File: src/include/pll_clock_gen_pkg.sv
// constants, types and state layout of the pll clock generator registers
package pll_clock_gen_pkg;
  localparam int unsigned DATA_W = 32;
  localparam logic [1:0] PLL_CONTROL_IDX = 2'h0;
  localparam logic [1:0] PLL_BANDWIDTH_CONTROL_IDX = 2'h1;
  localparam logic [1:0] PLL_PROGRAMMING_IDX = 2'h2;
  // control register fields
  localparam int unsigned CTRL_IE_BIT = 7;
  localparam int unsigned CTRL_FLAG_BIT = 6;
  localparam int unsigned CTRL_ON_BIT = 5;
  localparam int unsigned CTRL_BCS_BIT = 4;
  localparam logic [3:0] CTRL_UNUSED_VAL = 4'hF;
  // bandwidth control register fields
  localparam int unsigned BW_AUTO_BIT = 7;
  localparam int unsigned BW_LOCK_BIT = 6;
  localparam int unsigned BW_ACQ_BIT = 5;
  localparam int unsigned BW_XLD_BIT = 4;
  localparam logic [3:0] BW_TEST_VAL = 4'h0;
  // programming register reset values and the multiplier driven for a zero field
  localparam logic [3:0] MUL_RESET = 4'h6;
  localparam logic [3:0] VRS_RESET = 4'h6;
  localparam logic [3:0] MUL_ZERO_AS = 4'h1;
  // source clock edges waited on each side during a switch
  localparam logic [1:0] SWITCH_EDGES = 2'h3;

  typedef enum logic {SW_STEADY, SW_HOLD} sw_state_e;

  typedef struct packed {
    logic read;
    logic write;
    logic [1:0] address;
    logic [31:0] writedata;
    logic [3:0] byteenable;
  } avs_req_s;

  typedef struct packed {
    logic irq_enable;
    logic lock_flag;
    logic power_on;
    logic base_sel;
    logic auto_bw;
    logic lock_q;
    logic acq_manual;
    logic xtal_loss;
    logic [3:0] mul;
    logic [3:0] vrs;
    logic sel_active;
    sw_state_e sw;
    logic [1:0] cnt_x;
    logic [1:0] cnt_v;
    logic xclk_prev;
    logic vclk_prev;
    logic base_q;
    logic ack;
    logic [7:0] rdata;
  } state_s;

  localparam state_s STATE_RESET = '{
    irq_enable: 1'b0, lock_flag: 1'b0, power_on: 1'b1, base_sel: 1'b0,
    auto_bw: 1'b0, lock_q: 1'b0, acq_manual: 1'b0, xtal_loss: 1'b0,
    mul: MUL_RESET, vrs: VRS_RESET, sel_active: 1'b0, sw: SW_STEADY,
    cnt_x: 2'h0, cnt_v: 2'h0, xclk_prev: 1'b0, vclk_prev: 1'b0,
    base_q: 1'b0, ack: 1'b0, rdata: 8'h00};
endpackage

File: src/verilog/pll_clock_gen_registers.sv
// register file and base clock selector of the pll clock generator
`timescale 1ns/1ps
`default_nettype none

// Operation
// - base clock is selected source divided by two, even duty cycle
// - irq enable ignores writes and reads zero in manual mode; reset clears it
// - lock flag sets on every lock toggle in auto mode; irq when flag and enable set in auto mode and stop is low
// - lock flag reads zero while manual mode is selected
// - a control register read that returns the flag set clears the lock flag; reset clears it
// - clearing pll power is refused while vco clock is selected
// - reset sets pll power on
// - base select refuses to set while pll power is off
// - switch waits three crystal edges and, while the vco runs, three vco edges, output held meanwhile
// - reset and stop clear base select back to crystal
// - four low control bits have no function and read ones
// - auto bit selects automatic bandwidth; reset selects manual
// - lock bit follows lock detector in auto, zero in manual, reset clears
// - filter bit reads tracking state in auto, stored value in manual; writable only in manual mode
// - manual filter value is kept through auto mode and restored
// - reset clears filter bit, acquisition mode
// - crystal loss test: write one, wait 4*N, read one if crystal dead
// - crystal loss works only with vco selected, else reads zero
// - multiplier writes blocked while pll power is on
// - vco range writes blocked while pll power on; reset six
module pll_clock_gen_registers (
  input wire logic i_clk,
  input wire logic i_nrst,
  input wire logic i_ce,
  input wire pll_clock_gen_pkg::avs_req_s i_avs,
  output logic [31:0] o_avs_readdata,
  output logic o_avs_waitrequest,
  input wire logic i_osc_enable_in,
  input wire logic i_stop,
  input wire logic i_crystal_clock,
  input wire logic i_vco_clock,
  input wire logic i_pll_locked,
  input wire logic i_filter_tracking,
  output logic o_crystal_clock,
  output logic o_base_clock_out,
  output logic o_pll_irq_out,
  output logic o_pll_enable,
  output logic o_auto_bw,
  output logic o_filter_track_manual,
  output logic [3:0] o_feedback_multiplier,
  output logic [3:0] o_vco_range_field
);
  import pll_clock_gen_pkg::*;

  state_s state_q;
  state_s state_d;

  logic vco_run;
  logic xclk;
  logic vclk;
  logic xrise;
  logic vrise;
  logic src_rise;
  logic lock_now;
  logic req;
  logic acc_rd;
  logic acc_wr;
  logic wr_ctrl;
  logic wr_bw;
  logic wr_prog;
  logic rd_ctrl;
  logic [7:0] wbyte;
  logic [7:0] rd_val;

  // oscillator enable gates everything; stop holds the outputs low
  assign vco_run = state_q.power_on && (state_q.vrs != 4'h0) &&
                   i_osc_enable_in && !i_stop;
  assign xclk = i_crystal_clock && i_osc_enable_in && !i_stop;
  assign vclk = i_vco_clock && vco_run;
  assign xrise = xclk && !state_q.xclk_prev;
  assign vrise = vclk && !state_q.vclk_prev;
  assign src_rise = state_q.sel_active ? vrise : xrise;
  // lock detector only counts in auto mode with the loop running
  assign lock_now = state_q.auto_bw && vco_run && i_pll_locked;

  assign req = i_avs.read || i_avs.write;
  assign acc_rd = i_avs.read && state_q.ack;
  assign acc_wr = i_avs.write && !i_avs.read && state_q.ack;
  assign wbyte = i_avs.writedata[7:0];
  assign wr_ctrl = acc_wr && i_avs.byteenable[0] &&
                   (i_avs.address == PLL_CONTROL_IDX);
  assign wr_bw = acc_wr && i_avs.byteenable[0] &&
                 (i_avs.address == PLL_BANDWIDTH_CONTROL_IDX);
  assign wr_prog = acc_wr && i_avs.byteenable[0] &&
                   (i_avs.address == PLL_PROGRAMMING_IDX);
  assign rd_ctrl = acc_rd && (i_avs.address == PLL_CONTROL_IDX);

  // read view of the addressed register
  always_comb begin
    rd_val = 8'h00;
    case (i_avs.address)
      PLL_CONTROL_IDX: begin
        rd_val[CTRL_IE_BIT] = state_q.auto_bw && state_q.irq_enable;
        rd_val[CTRL_FLAG_BIT] = state_q.auto_bw && state_q.lock_flag;
        rd_val[CTRL_ON_BIT] = state_q.power_on;
        rd_val[CTRL_BCS_BIT] = state_q.base_sel;
        rd_val[3:0] = CTRL_UNUSED_VAL;
      end
      PLL_BANDWIDTH_CONTROL_IDX: begin
        rd_val[BW_AUTO_BIT] = state_q.auto_bw;
        rd_val[BW_LOCK_BIT] = state_q.lock_q;
        rd_val[BW_ACQ_BIT] = state_q.auto_bw ? i_filter_tracking :
                             state_q.acq_manual;
        rd_val[BW_XLD_BIT] = state_q.base_sel && state_q.xtal_loss;
        rd_val[3:0] = BW_TEST_VAL;
      end
      PLL_PROGRAMMING_IDX: begin
        rd_val = {state_q.mul, state_q.vrs};
      end
      default: begin
        rd_val = 8'h00;
      end
    endcase
  end

  always_comb begin
    state_d = state_q;
    state_d.xclk_prev = xclk;
    state_d.vclk_prev = vclk;
    // one wait cycle per access, data captured in that cycle
    state_d.ack = req && !state_q.ack;
    if (req && !state_q.ack) begin
      state_d.rdata = rd_val;
    end

    // lock indicator and its change flag
    state_d.lock_q = lock_now;
    // clear only a flag value that the read actually returned
    if (rd_ctrl && state_q.rdata[CTRL_FLAG_BIT]) begin
      state_d.lock_flag = 1'b0;
    end
    if (state_q.auto_bw && (lock_now != state_q.lock_q)) begin
      state_d.lock_flag = 1'b1;
    end

    if (wr_ctrl) begin
      if (state_q.auto_bw) begin
        state_d.irq_enable = wbyte[CTRL_IE_BIT];
      end
      // interlock uses the current bits, so on and select need two writes
      if (wbyte[CTRL_ON_BIT] || !state_q.base_sel) begin
        state_d.power_on = wbyte[CTRL_ON_BIT];
      end
      if (!wbyte[CTRL_BCS_BIT]) begin
        state_d.base_sel = 1'b0;
      end else if (state_q.power_on && (state_q.vrs != 4'h0)) begin
        state_d.base_sel = 1'b1;
      end
    end

    if (wr_bw) begin
      state_d.auto_bw = wbyte[BW_AUTO_BIT];
      if (!state_q.auto_bw) begin
        state_d.acq_manual = wbyte[BW_ACQ_BIT];
      end
    end

    // crystal loss: a crystal edge clears it, a software one restarts it
    if (xrise) begin
      state_d.xtal_loss = 1'b0;
    end
    if (wr_bw) begin
      state_d.xtal_loss = wbyte[BW_XLD_BIT];
    end
    if (!state_q.base_sel) begin
      state_d.xtal_loss = 1'b0;
    end

    if (wr_prog && !state_q.power_on) begin
      state_d.mul = wbyte[7:4];
      state_d.vrs = wbyte[3:0];
    end

    if (state_q.vrs == 4'h0) begin
      state_d.base_sel = 1'b0;
    end

    // transition control and divide by two
    case (state_q.sw)
      SW_STEADY: begin
        if (src_rise) begin
          state_d.base_q = !state_q.base_q;
        end
        if (state_q.base_sel != state_q.sel_active) begin
          state_d.sw = SW_HOLD;
          state_d.cnt_x = 2'h0;
          state_d.cnt_v = 2'h0;
        end
      end
      SW_HOLD: begin
        // a dead vco cannot be waited on; its count is taken as met
        if (xrise && (state_q.cnt_x != SWITCH_EDGES)) begin
          state_d.cnt_x = state_q.cnt_x + 2'h1;
        end
        if (!vco_run) begin
          state_d.cnt_v = SWITCH_EDGES;
        end else if (vrise && (state_q.cnt_v != SWITCH_EDGES)) begin
          state_d.cnt_v = state_q.cnt_v + 2'h1;
        end
        if ((state_q.cnt_x == SWITCH_EDGES) &&
            (state_q.cnt_v == SWITCH_EDGES)) begin
          state_d.sel_active = state_q.base_sel;
          state_d.sw = SW_STEADY;
        end
      end
      default: begin
        state_d.sw = SW_STEADY;
      end
    endcase

    // stop returns to the crystal at once and holds the output low
    if (i_stop) begin
      state_d.base_sel = 1'b0;
      state_d.sel_active = 1'b0;
      state_d.sw = SW_STEADY;
      state_d.base_q = 1'b0;
    end
  end

  always_ff @(posedge i_clk) begin
    if (!i_nrst) begin
      state_q <= STATE_RESET;
    end else if (i_ce) begin
      state_q <= state_d;
    end
  end

  // a frozen block must not let the master think its access landed
  assign o_avs_waitrequest = req && !(state_q.ack && i_ce);
  assign o_avs_readdata = {24'h000000, state_q.rdata};
  assign o_crystal_clock = xclk;
  assign o_base_clock_out = state_q.base_q;
  assign o_pll_irq_out = state_q.lock_flag && state_q.irq_enable &&
                         state_q.auto_bw && !i_stop;
  assign o_pll_enable = vco_run;
  assign o_auto_bw = state_q.auto_bw;
  assign o_filter_track_manual = state_q.acq_manual && !state_q.auto_bw;
  assign o_feedback_multiplier = (state_q.mul == 4'h0) ? MUL_ZERO_AS :
                                 state_q.mul;
  assign o_vco_range_field = state_q.vrs;
endmodule // pll_clock_gen_registers

`default_nettype wire

File: config.mk
export PLATFORM = sky130hd
export DESIGN_NAME = pll_clock_gen_registers
export DESIGN_NICKNAME = d
export VERILOG_FILES = /design/src/include/pll_clock_gen_pkg.sv /design/src/verilog/pll_clock_gen_registers.sv
export SDC_FILE = /design/constraint.sdc
export NUM_CORES = 1
export LEC_CHECK = 0
export BUFFER_PORTS_ARGS = -buffer_cell sky130_fd_sc_hd__buf_2
export CAP_MARGIN = 5
export CORE_UTILIZATION = 42
export DETAILED_ROUTE_END_ITERATION = 16
export PLACE_DENSITY = 0.82
export SYNTH_ARGS = -nofsm -noshare
export SYNTH_HDL_FRONTEND = slang
export SYNTH_SLANG_ARGS = --single-unit
export TNS_END_PERCENT = 10
File: constraint.sdc
create_clock -name i_clk -period 1.26 [get_ports i_clk]
set_input_delay 0.063 -clock i_clk [delete_from_list [all_inputs] [get_ports i_clk]]
set_output_delay 0.063 -clock i_clk [all_outputs]
set_load 0.02 [all_outputs]
==> metrics.yaml, run 1 <==
status: "finished with violations"
violations: "negative setup slack"
pwr-share-seq_pct: 47.6
h-tree-depth: 2
drv_slew: 0
hold_path.class: "in2reg"
finalHoldWorstSlack_ps: 9.446
dieArea_sq_um: 5013
ir_worst_vdd_mv: 0.4557
path_cells: "or4_4, nand2_4, inv_6, buf_6, buf_6"
fin_util_pct: 54.70
gr-total-overflow: 0
path_clk_slew_ps: 60
synth-compound-area-share_pct: 13.03
drt_iter0_drc: 169
reg2reg_from: "o_vco_range_field[2]$_SDFFE_PN1P_"
cts_sinks: 34
synth-edff-count: 0
start_util_pct: 44.74
final_cell_mix: "buf_2 (42), dfxtp_1 (26), buf_4 (25)"
yosysWarnings: 0
n_fill_cell: 402
design_area_sq_um: 2431
final_common_cell: "buf_2"
core_sq_um: 4444
postPlaceCellArea_sq_um: 2207
syn_inst: 238
die-height_um: 70.80
rows: 24
ys_seq_area_share_pct: 34.24
min_to: "o_vco_range_field[3]$_SDFFE_PN0P_"
async_flop_share_pct: 0
rsz0062_at_grt: "yes"
hpwlAfterDp_um: 3436
die_w_um: 70.80
internal_power_w: 0.001675
clock_tree.root_cell: "clkbuf_8"
layout-drive-gt1-share_pct: 35.52
critPathArrivalTime_ps: 1500
start_kind: "register"
route.detailed.drc: 0
finalSetupViolCount: 8
gp_congestion: 0.8452
rrSetupSlack_ps: -250
p_leak_nw: 1.179
synth_mux_area_share_pct: 9.566
grt_pass1_wl_um: 7383
fmax_mhz: 638.4
p_comb_share_pct: 16.4
ys_seq_elements: 34
cp_max_fo: 2
ant_nets: 0
hold_depth: 3
rr_worst_depth: 6
grt_start_max_net_pins: 23
power_density_nw_per_um2: 955.5
cts_tree: "yes"
ys.flop_type: "dfxtp_1"
tns_ps: -1546
track_usage_pct: 19.07
layout.nets: 340
final.min_clock_period_ps: 1566
power_frac_clock_pct: 36.0
grt_pass1_vias: 1568
vias: 1749
ios: 96
synth_top_family_by_area: "simple AND/OR/NAND/NOR gates"
synthAdderAreaFrac_pct: 1.259
p_sw_w: 0.0006481
drt_pass1_iterations: 6
slowest_delay_ps: 550
finalClockSkew_ps: 5.486
holdCritStartpoint: "i_avs[7]"
r2r-end: "o_base_clock_out$_SDFFE_PN0P_"
wire_per_inst_um: 13.80
synth-xor-area-share_pct: 0.8811
areaGrowthSynthToFinish_pct: 22.28
end_kind: "primary output"
worstPathRequired_ps: 1200
swShare_pct: 27.90
fin_crit_sh_pct: 124.3
antenna_found_initial: 0
portBuffers: 44
netlist_area_sq_um: 1988
avgSynthCellArea_sq_um: 8.354
ctsLongestPathBuffers: 2
crit_type: "reg2out"
yosysUniqueCellTypes: 49
avgViaCountPerCell: 5.114
antenna_cells: 0
synth_simple_gate_area_share_pct: 22.03
crit_slowest_cell: "or4_4"
crit_top_cell: "buf_6"
setup_ws_ps: -306.3
drv_cap: 0
wirelength_um: 4718
cts_inserted_buffers: 5
clkLatencyLatePin_ps: 290
hold_viol: 0
[state kept, by name, indices dropped and copies added, names as in the netlist]
name	flops
o_auto_bw	1
o_avs_readdata	8
o_base_clock_out	1
o_vco_range_field	4
state_q	20
[cell type report]
| type | instances | area (sq um) | share of cell area (%) |
|---|---|---|---|
| clock buffers | 7 | 86.33 | 3.551 |
| clock inverters | 1 | 5.005 | 0.2059 |
| inverters | 8 | 35.03 | 1.441 |
| multi-input cells | 167 | 1074 | 44.16 |
| flip-flops and latches | 34 | 695.7 | 28.62 |
| well taps | 52 | 65.06 | 2.676 |
| repair buffers | 73 | 470.5 | 19.35 |
[routing by layer]
metal	share of wire, %	vias up	GRT usage [%]
li1	-	860	-
met1	45	803	24.03
met2	48	82	31.20
met3	5.9	4	4.416
met4	1.2	0	8.444
met5	0	-	0
[power by group through the flow]
| stage | clock network, W | registers, W | logic [W] |
|---|---|---|---|
| 3_3_place_gp | 0 | 0.00113 | 0.000342 |
| 5_1_grt | 0.000900 | 0.00111 | 0.000405 |
| 2_1_floorplan | 0 | 0.00113 | 0.000302 |
| 6_report | 0.000835 | 0.00111 | 0.000382 |
| 3_5_place_dp | 0 | 0.00113 | 0.000347 |
| 4_1_cts | 0.000856 | 0.00111 | 0.000375 |
[how the worst max path moves through the flow]
stage | startpoint | to | slack (ps) | depth (start not counted)
after floorplan | o_vco_range_field[3]$_SDFFE_PN0P_ | o_base_clock_out$_SDFFE_PN0P_ | -140 | 5
after global placement | o_vco_range_field[3]$_SDFFE_PN0P_ | o_base_clock_out$_SDFFE_PN0P_ | -140 | 5
after detailed placement | o_vco_range_field[3]$_SDFFE_PN0P_ | o_base_clock_out$_SDFFE_PN0P_ | -170 | 5
after CTS | o_vco_range_field[2]$_SDFFE_PN1P_ | o_pll_enable | -310 | 5
after global routing | o_vco_range_field[2]$_SDFFE_PN1P_ | o_pll_enable | -340 | 5
final | o_vco_range_field[2]$_SDFFE_PN1P_ | o_pll_enable | -310 | 5
[logic make-up after synthesis]
kind of cell	Yosys count
AO/OA/AOI/OAI	37
AND/OR/NAND/NOR	83
XOR/XNOR	2
other	1
multiplexers	19
flip-flops	34
buffers and inverters	60
adder cells (fa/ha/maj)	2
[cells in the mapped netlist (2+ instances only)]
library cell	number	share of area, %
buf_4	38	14
dfxtp_1	34	34
nor2_1	23	4.3
mux2i_1	19	9.6
nand2_1	19	3.6
a21oi_1	11	2.8
clkbuf_1	11	2.1
nand3_1	10	2.5
inv_1	5	0.94
o21ai_0	5	1.3
and3b_1	4	1.8
nand2b_1	4	1.3
nand4_1	4	1.3
o21ai_1	4	1.0
buf_2	3	0.75
nand4b_1	3	1.3
o211ai_1	3	1.1
a32oi_1	2	0.88
and2_1	2	0.63
and3_1	2	0.63
ha_1	2	1.3
nor2b_1	2	0.63
nor3_1	2	0.50
[stage by stage]
stage | total power, W | std cells | setup slack, ps
2_1_floorplan | 0.001432 | 261 | -143.3
3_3_place_gp | 0.001473 | 328 | -138.6
3_5_place_dp | 0.001479 | 328 | -168.5
4_1_cts | 0.002340 | 342 | -314.6
5_1_grt | 0.002413 | 342 | -338.8
6_report | 0.002323 | 342 | -306.3
[repair_timing]
item	4_1_cts	5_1_grt
buffers inserted	3	0
endpoints found under the hold margin	3	0
hold buffers	3	0
pin swaps	4	3
resized for setup	12	11
setup endpoints to repair	22	24
[critical path, delay by kind of cell, from the launching register on]
family	cells	cell delay [ps]
AND/OR/NAND/NOR	2	660
buffers and inverters	3	250
flip-flops	1	320
Note: power is estimated with default switching activity, not from simulation.
==> run 2, diff against run 1 <==
- TNS_END_PERCENT: 10 -> not set
==> metrics.yaml, run 2 (synthesis gave the netlist of run 1 again) <==
final_common_cell: "buf_2"
portBuffers: 44
dieArea_sq_um: 5013
antenna_found_initial: 0
ir_worst_vdd_mv: 0.5227
avgViaCountPerCell: 5.176
grt_pass1_wl_um: 7700
crit_slowest_cell: "or4_4"
ctsLongestPathBuffers: 2
layout.nets: 345
gr-total-overflow: 0
regMostFlops: "state_q"
track_usage_pct: 19.73
wirelength_um: 4847
hold_viol: 0
postPlaceCellArea_sq_um: 2240
layout-drive-gt1-share_pct: 36.61
h-tree-depth: 2
rsz0062_at_grt: "yes"
end_kind: "primary output"
drt_iter0_drc: 74
power_density_nw_per_um2: 1080
final_cell_mix: "buf_2 (42), buf_4 (30), dfxtp_1 (26)"
die-height_um: 70.80
gp_congestion: 0.8376
cts_inserted_buffers: 5
grt_start_max_net_pins: 23
areaGrowthSynthToFinish_pct: 27.31
fmax_mhz: 629.4
setup_ws_ps: -328.7
path_cells: "or4_4, nand2_4, inv_6, buf_6, buf_6"
p_leak_nw: 1.240
core_sq_um: 4444
crit_top_cell: "buf_6"
ios: 96
finalHoldWorstSlack_ps: 8.152
vias: 1796
violations: "negative setup slack"
antenna_cells: 0
drt_pass1_iterations: 8
critPathBufInv: 3
hold_path.class: "in2reg"
path_clk_slew_ps: 70
clock_tree.root_cell: "clkbuf_8"
start_util_pct: 44.74
hpwlAfterDp_um: 3361
clkLatencyLatePin_ps: 290
rows: 24
finalClockSkew_ps: 6.304
largest_reg_flops: 20
drv_slew: 0
route.detailed.drc: 0
cts_tree: "yes"
drv_cap: 0
cts_sinks: 34
design_area_sq_um: 2531
ant_nets: 0
worstPathRequired_ps: 1200
cp_max_fo: 2
critPathArrivalTime_ps: 1530
finalSetupViolCount: 8
slowest_delay_ps: 560
cp_top_family: "simple AND/OR/NAND/NOR gates"
fin_crit_sh_pct: 126.1
die_w_um: 70.80
final.min_clock_period_ps: 1589
status: "finished with violations"
grt_pass1_vias: 1661
start_kind: "register"
crit_type: "reg2out"
wire_per_inst_um: 13.97
[run 2: cell count changes in the layout (fill, tap and decap cells not counted), sizes merged]
| cell | change |
|---|---|
| buf | +5 |
| bufinv | +2 |
| clkbuf | -1 |
| clkinv | -1 |
[run 2: final timing paths]
path | start | to | slack (ps) | cells past startpoint
worst max-delay path | o_vco_range_field[3]$_SDFFE_PN0P_ | o_pll_enable | -330 | 5
worst min-delay path | i_avs[7] | o_vco_range_field[3]$_SDFFE_PN0P_ | 8 | 3
worst max register to register | o_vco_range_field[3]$_SDFFE_PN0P_ | o_base_clock_out$_SDFFE_PN0P_ | -260 | 6
worst min register to register | state_q[14]$_SDFFE_PN0P_ | state_q[14]$_SDFFE_PN0P_ | 470 | 2
[run 2: metal layers]
metal	global-route usage, %	vias up	wire length (um)
met5	0	-	0
li1	-	872	-
met2	32.59	92	2315
met4	9.111	0	102
met1	25.18	820	2099
met3	3.419	12	330
[run 2: stage by stage]
| stage | util (%) | std cells | setup TNS [ps] | worst slack (ps) | power, W |
|---|---|---|---|---|---|
| global route | 56.95 | 347 | -2085 | -356.4 | 0.002813 |
| floorplan | - | 261 | -557.7 | -143.2 | 0.001432 |
| CTS | 56.05 | 346 | -1679 | -315.6 | 0.002741 |
| finish | 56.95 | 347 | -1832 | -328.7 | 0.002733 |
| global placement | 50.39 | 332 | -769.2 | -141.5 | 0.001470 |
| detailed placement | 50.39 | 332 | -932.7 | -157.1 | 0.001475 |
[run 2: layout make-up]
type	count	area [sq um]
inverters	8	35.03
clock inverters	2	60.06
clock buffers	6	82.58
repair buffers	78	508.0
flip-flops and latches	34	693.2
well taps	52	65.06
fillers	390	1913
multi-input cells	167	1087
[run 2: worst register-to-register path: stages (launching register included)]
cell	delay, ps
dfxtp_2	320
or4_4	560
nand2_4	110
inv_6	30
buf_4	140
a31oi_4	120
mux2i_1	180
[run 2: repair_timing]
action,CTS,global route
cloned,0,0
endpoints found under the setup margin,12,24
hold buffers,3,0
setup buffers,3,1
pin swaps,3,8
hold endpoints to repair,3,0
resized for setup,11,11
[run 2: where the power goes]
| group | switching [W] | internal (W) |
|---|---|---|
| clock network | 0.000405 | 0.000844 |
| logic | 0.000240 | 0.000137 |
| registers | 0.0000130 | 0.00109 |
| total | 0.000658 | 0.00208 |
==> run 3, diff against run 2 <==
- CORE_UTILIZATION: 42 -> 37
- PLACE_DENSITY: 0.82 -> 0.74
==> metrics.yaml, run 3 (synthesis gave the netlist of run 1 again) <==
status: "finished with violations"
violations: "negative setup slack"
start_kind: "register"
fin_util_pct: 48.49
regMostFlops: "state_q"
rows: 26
clock_tree.root_cell: "clkbuf_8"
final_cell_mix: "buf_2 (43), buf_4 (30), dfxtp_1 (27)"
finalSetupViolCount: 8
finalHoldWorstSlack_ps: 9.208
ios: 96
r2r-end: "state_q[12]$_SDFFE_PN0P_"
track_usage_pct: 17.37
avgViaCountPerCell: 4.899
final.min_clock_period_ps: 1563
drv_cap: 0
layout-drive-gt1-share_pct: 36.15
worstPathRequired_ps: 1200
core_sq_um: 5140
crit_type: "reg2out"
areaGrowthSynthToFinish_pct: 25.36
cp_max_fo: 2
drv_slew: 0
ctsLongestPathBuffers: 2
p_leak_nw: 1.224
route.detailed.drc: 0
antenna_found_initial: 0
ant_nets: 0
drt_pass1_iterations: 4
path_clk_slew_ps: 70
fmax_mhz: 639.8
drt_iter0_drc: 120
grt_pass1_wl_um: 7417
hpwlAfterDp_um: 3585
grt_pass1_vias: 1566
clkLatencyLatePin_ps: 280
cts_tree: "yes"
vias: 1793
h-tree-depth: 2
gr-total-overflow: 0
die-height_um: 75.31
wirelength_um: 4906
fin_crit_sh_pct: 124.1
layout.nets: 346
holdCritStartpoint: "i_avs[4]"
portBuffers: 44
largest_reg_flops: 20
reg2reg_from: "o_vco_range_field[0]$_SDFFE_PN0P_"
die_w_um: 75.31
power_density_nw_per_um2: 931.4
rrSetupSlack_ps: -270
finalClockSkew_ps: 5.095
grt_start_max_net_pins: 23
hold_depth: 3
cts_inserted_buffers: 5
ir_worst_vdd_mv: 0.5288
wire_per_inst_um: 13.40
final_common_cell: "buf_2"
hold_path.class: "in2reg"
setup_ws_ps: -303.1
antenna_cells: 0
min_to: "o_vco_range_field[0]$_SDFFE_PN0P_"
end_kind: "primary output"
start_util_pct: 38.68
cts_sinks: 34
hold_viol: 0
dieArea_sq_um: 5671
critPathArrivalTime_ps: 1500
n_fill_cell: 505
rsz0062_at_grt: "yes"
rr_worst_depth: 6
gp_congestion: 0.8712
[run 3: layout make-up]
type                       instances  area, sq um  area share, %
clock buffer                       7        86.33          3.464
clock inverter                     1        5.005         0.2008
inverter                           8        35.03          1.406
multi-input combinational        167         1072          43.02
sequential                        34        691.9          27.76
tap                               70        87.58          3.514
timing repair buffer              79        514.2          20.63
[run 3: power by group]
part           switching, W  internal [W]  total, W
sequential        0.0000122       0.00109   0.00111
clock              0.000392      0.000441  0.000833
combinational      0.000241      0.000141  0.000382
[run 3: timing repair]
| item | in CTS | in global routing |
|---|---|---|
| setup endpoints to repair | 11 | 20 |
| buffers inserted | 4 | 2 |
| resized for setup | 10 | 9 |
| hold buffers | 2 | 0 |
| pin swaps | 4 | 1 |
| hold endpoints to repair | 2 | 0 |
[run 3: how the worst max path moves through the flow]
stage,startpoint,end,slack [ps],cells past startpoint
3_3_place_gp,o_vco_range_field[3]$_SDFFE_PN0P_,o_base_clock_out$_SDFFE_PN0P_,-130,5
3_5_place_dp,o_vco_range_field[3]$_SDFFE_PN0P_,o_base_clock_out$_SDFFE_PN0P_,-170,5
4_1_cts,o_vco_range_field[0]$_SDFFE_PN0P_,o_pll_enable,-310,5
2_1_floorplan,o_vco_range_field[3]$_SDFFE_PN0P_,o_base_clock_out$_SDFFE_PN0P_,-140,5
6_report,o_vco_range_field[0]$_SDFFE_PN0P_,o_pll_enable,-300,5
5_1_grt,o_vco_range_field[0]$_SDFFE_PN0P_,o_pll_enable,-340,5
[run 3: layer usage]
metal / vias to the layer above / global-route usage [%] / wire [um]
met4: 0 / 4.938 / 48
met5: - / 0 / 0
met2: 67 / 28.87 / 2361
met3: 6 / 3.042 / 278
li1: 872 / - / -
met1: 848 / 23.24 / 2217
[run 3: critical path, cell delays in order (launching register included)]
cell	delay, ps
dfxtp_2	320
or4_4	550
nand2_4	100
inv_6	30
buf_6	100
buf_6	120
[run 3: metrics by stage]
stage          std cells  setup TNS [ps]  setup WS [ps]  cell area, sq um  total power (W)
3_3_place_gp         350          -749.7         -129.7              2262         0.001472
2_1_floorplan        261          -557.7         -143.2              2081         0.001432
6_report             366           -1852         -303.1              2492         0.002321
5_1_grt              366           -2139         -339.4              2492         0.002422
3_5_place_dp         350          -919.2         -170.6              2262         0.001478
4_1_cts              364           -1761         -306.3              2456         0.002334
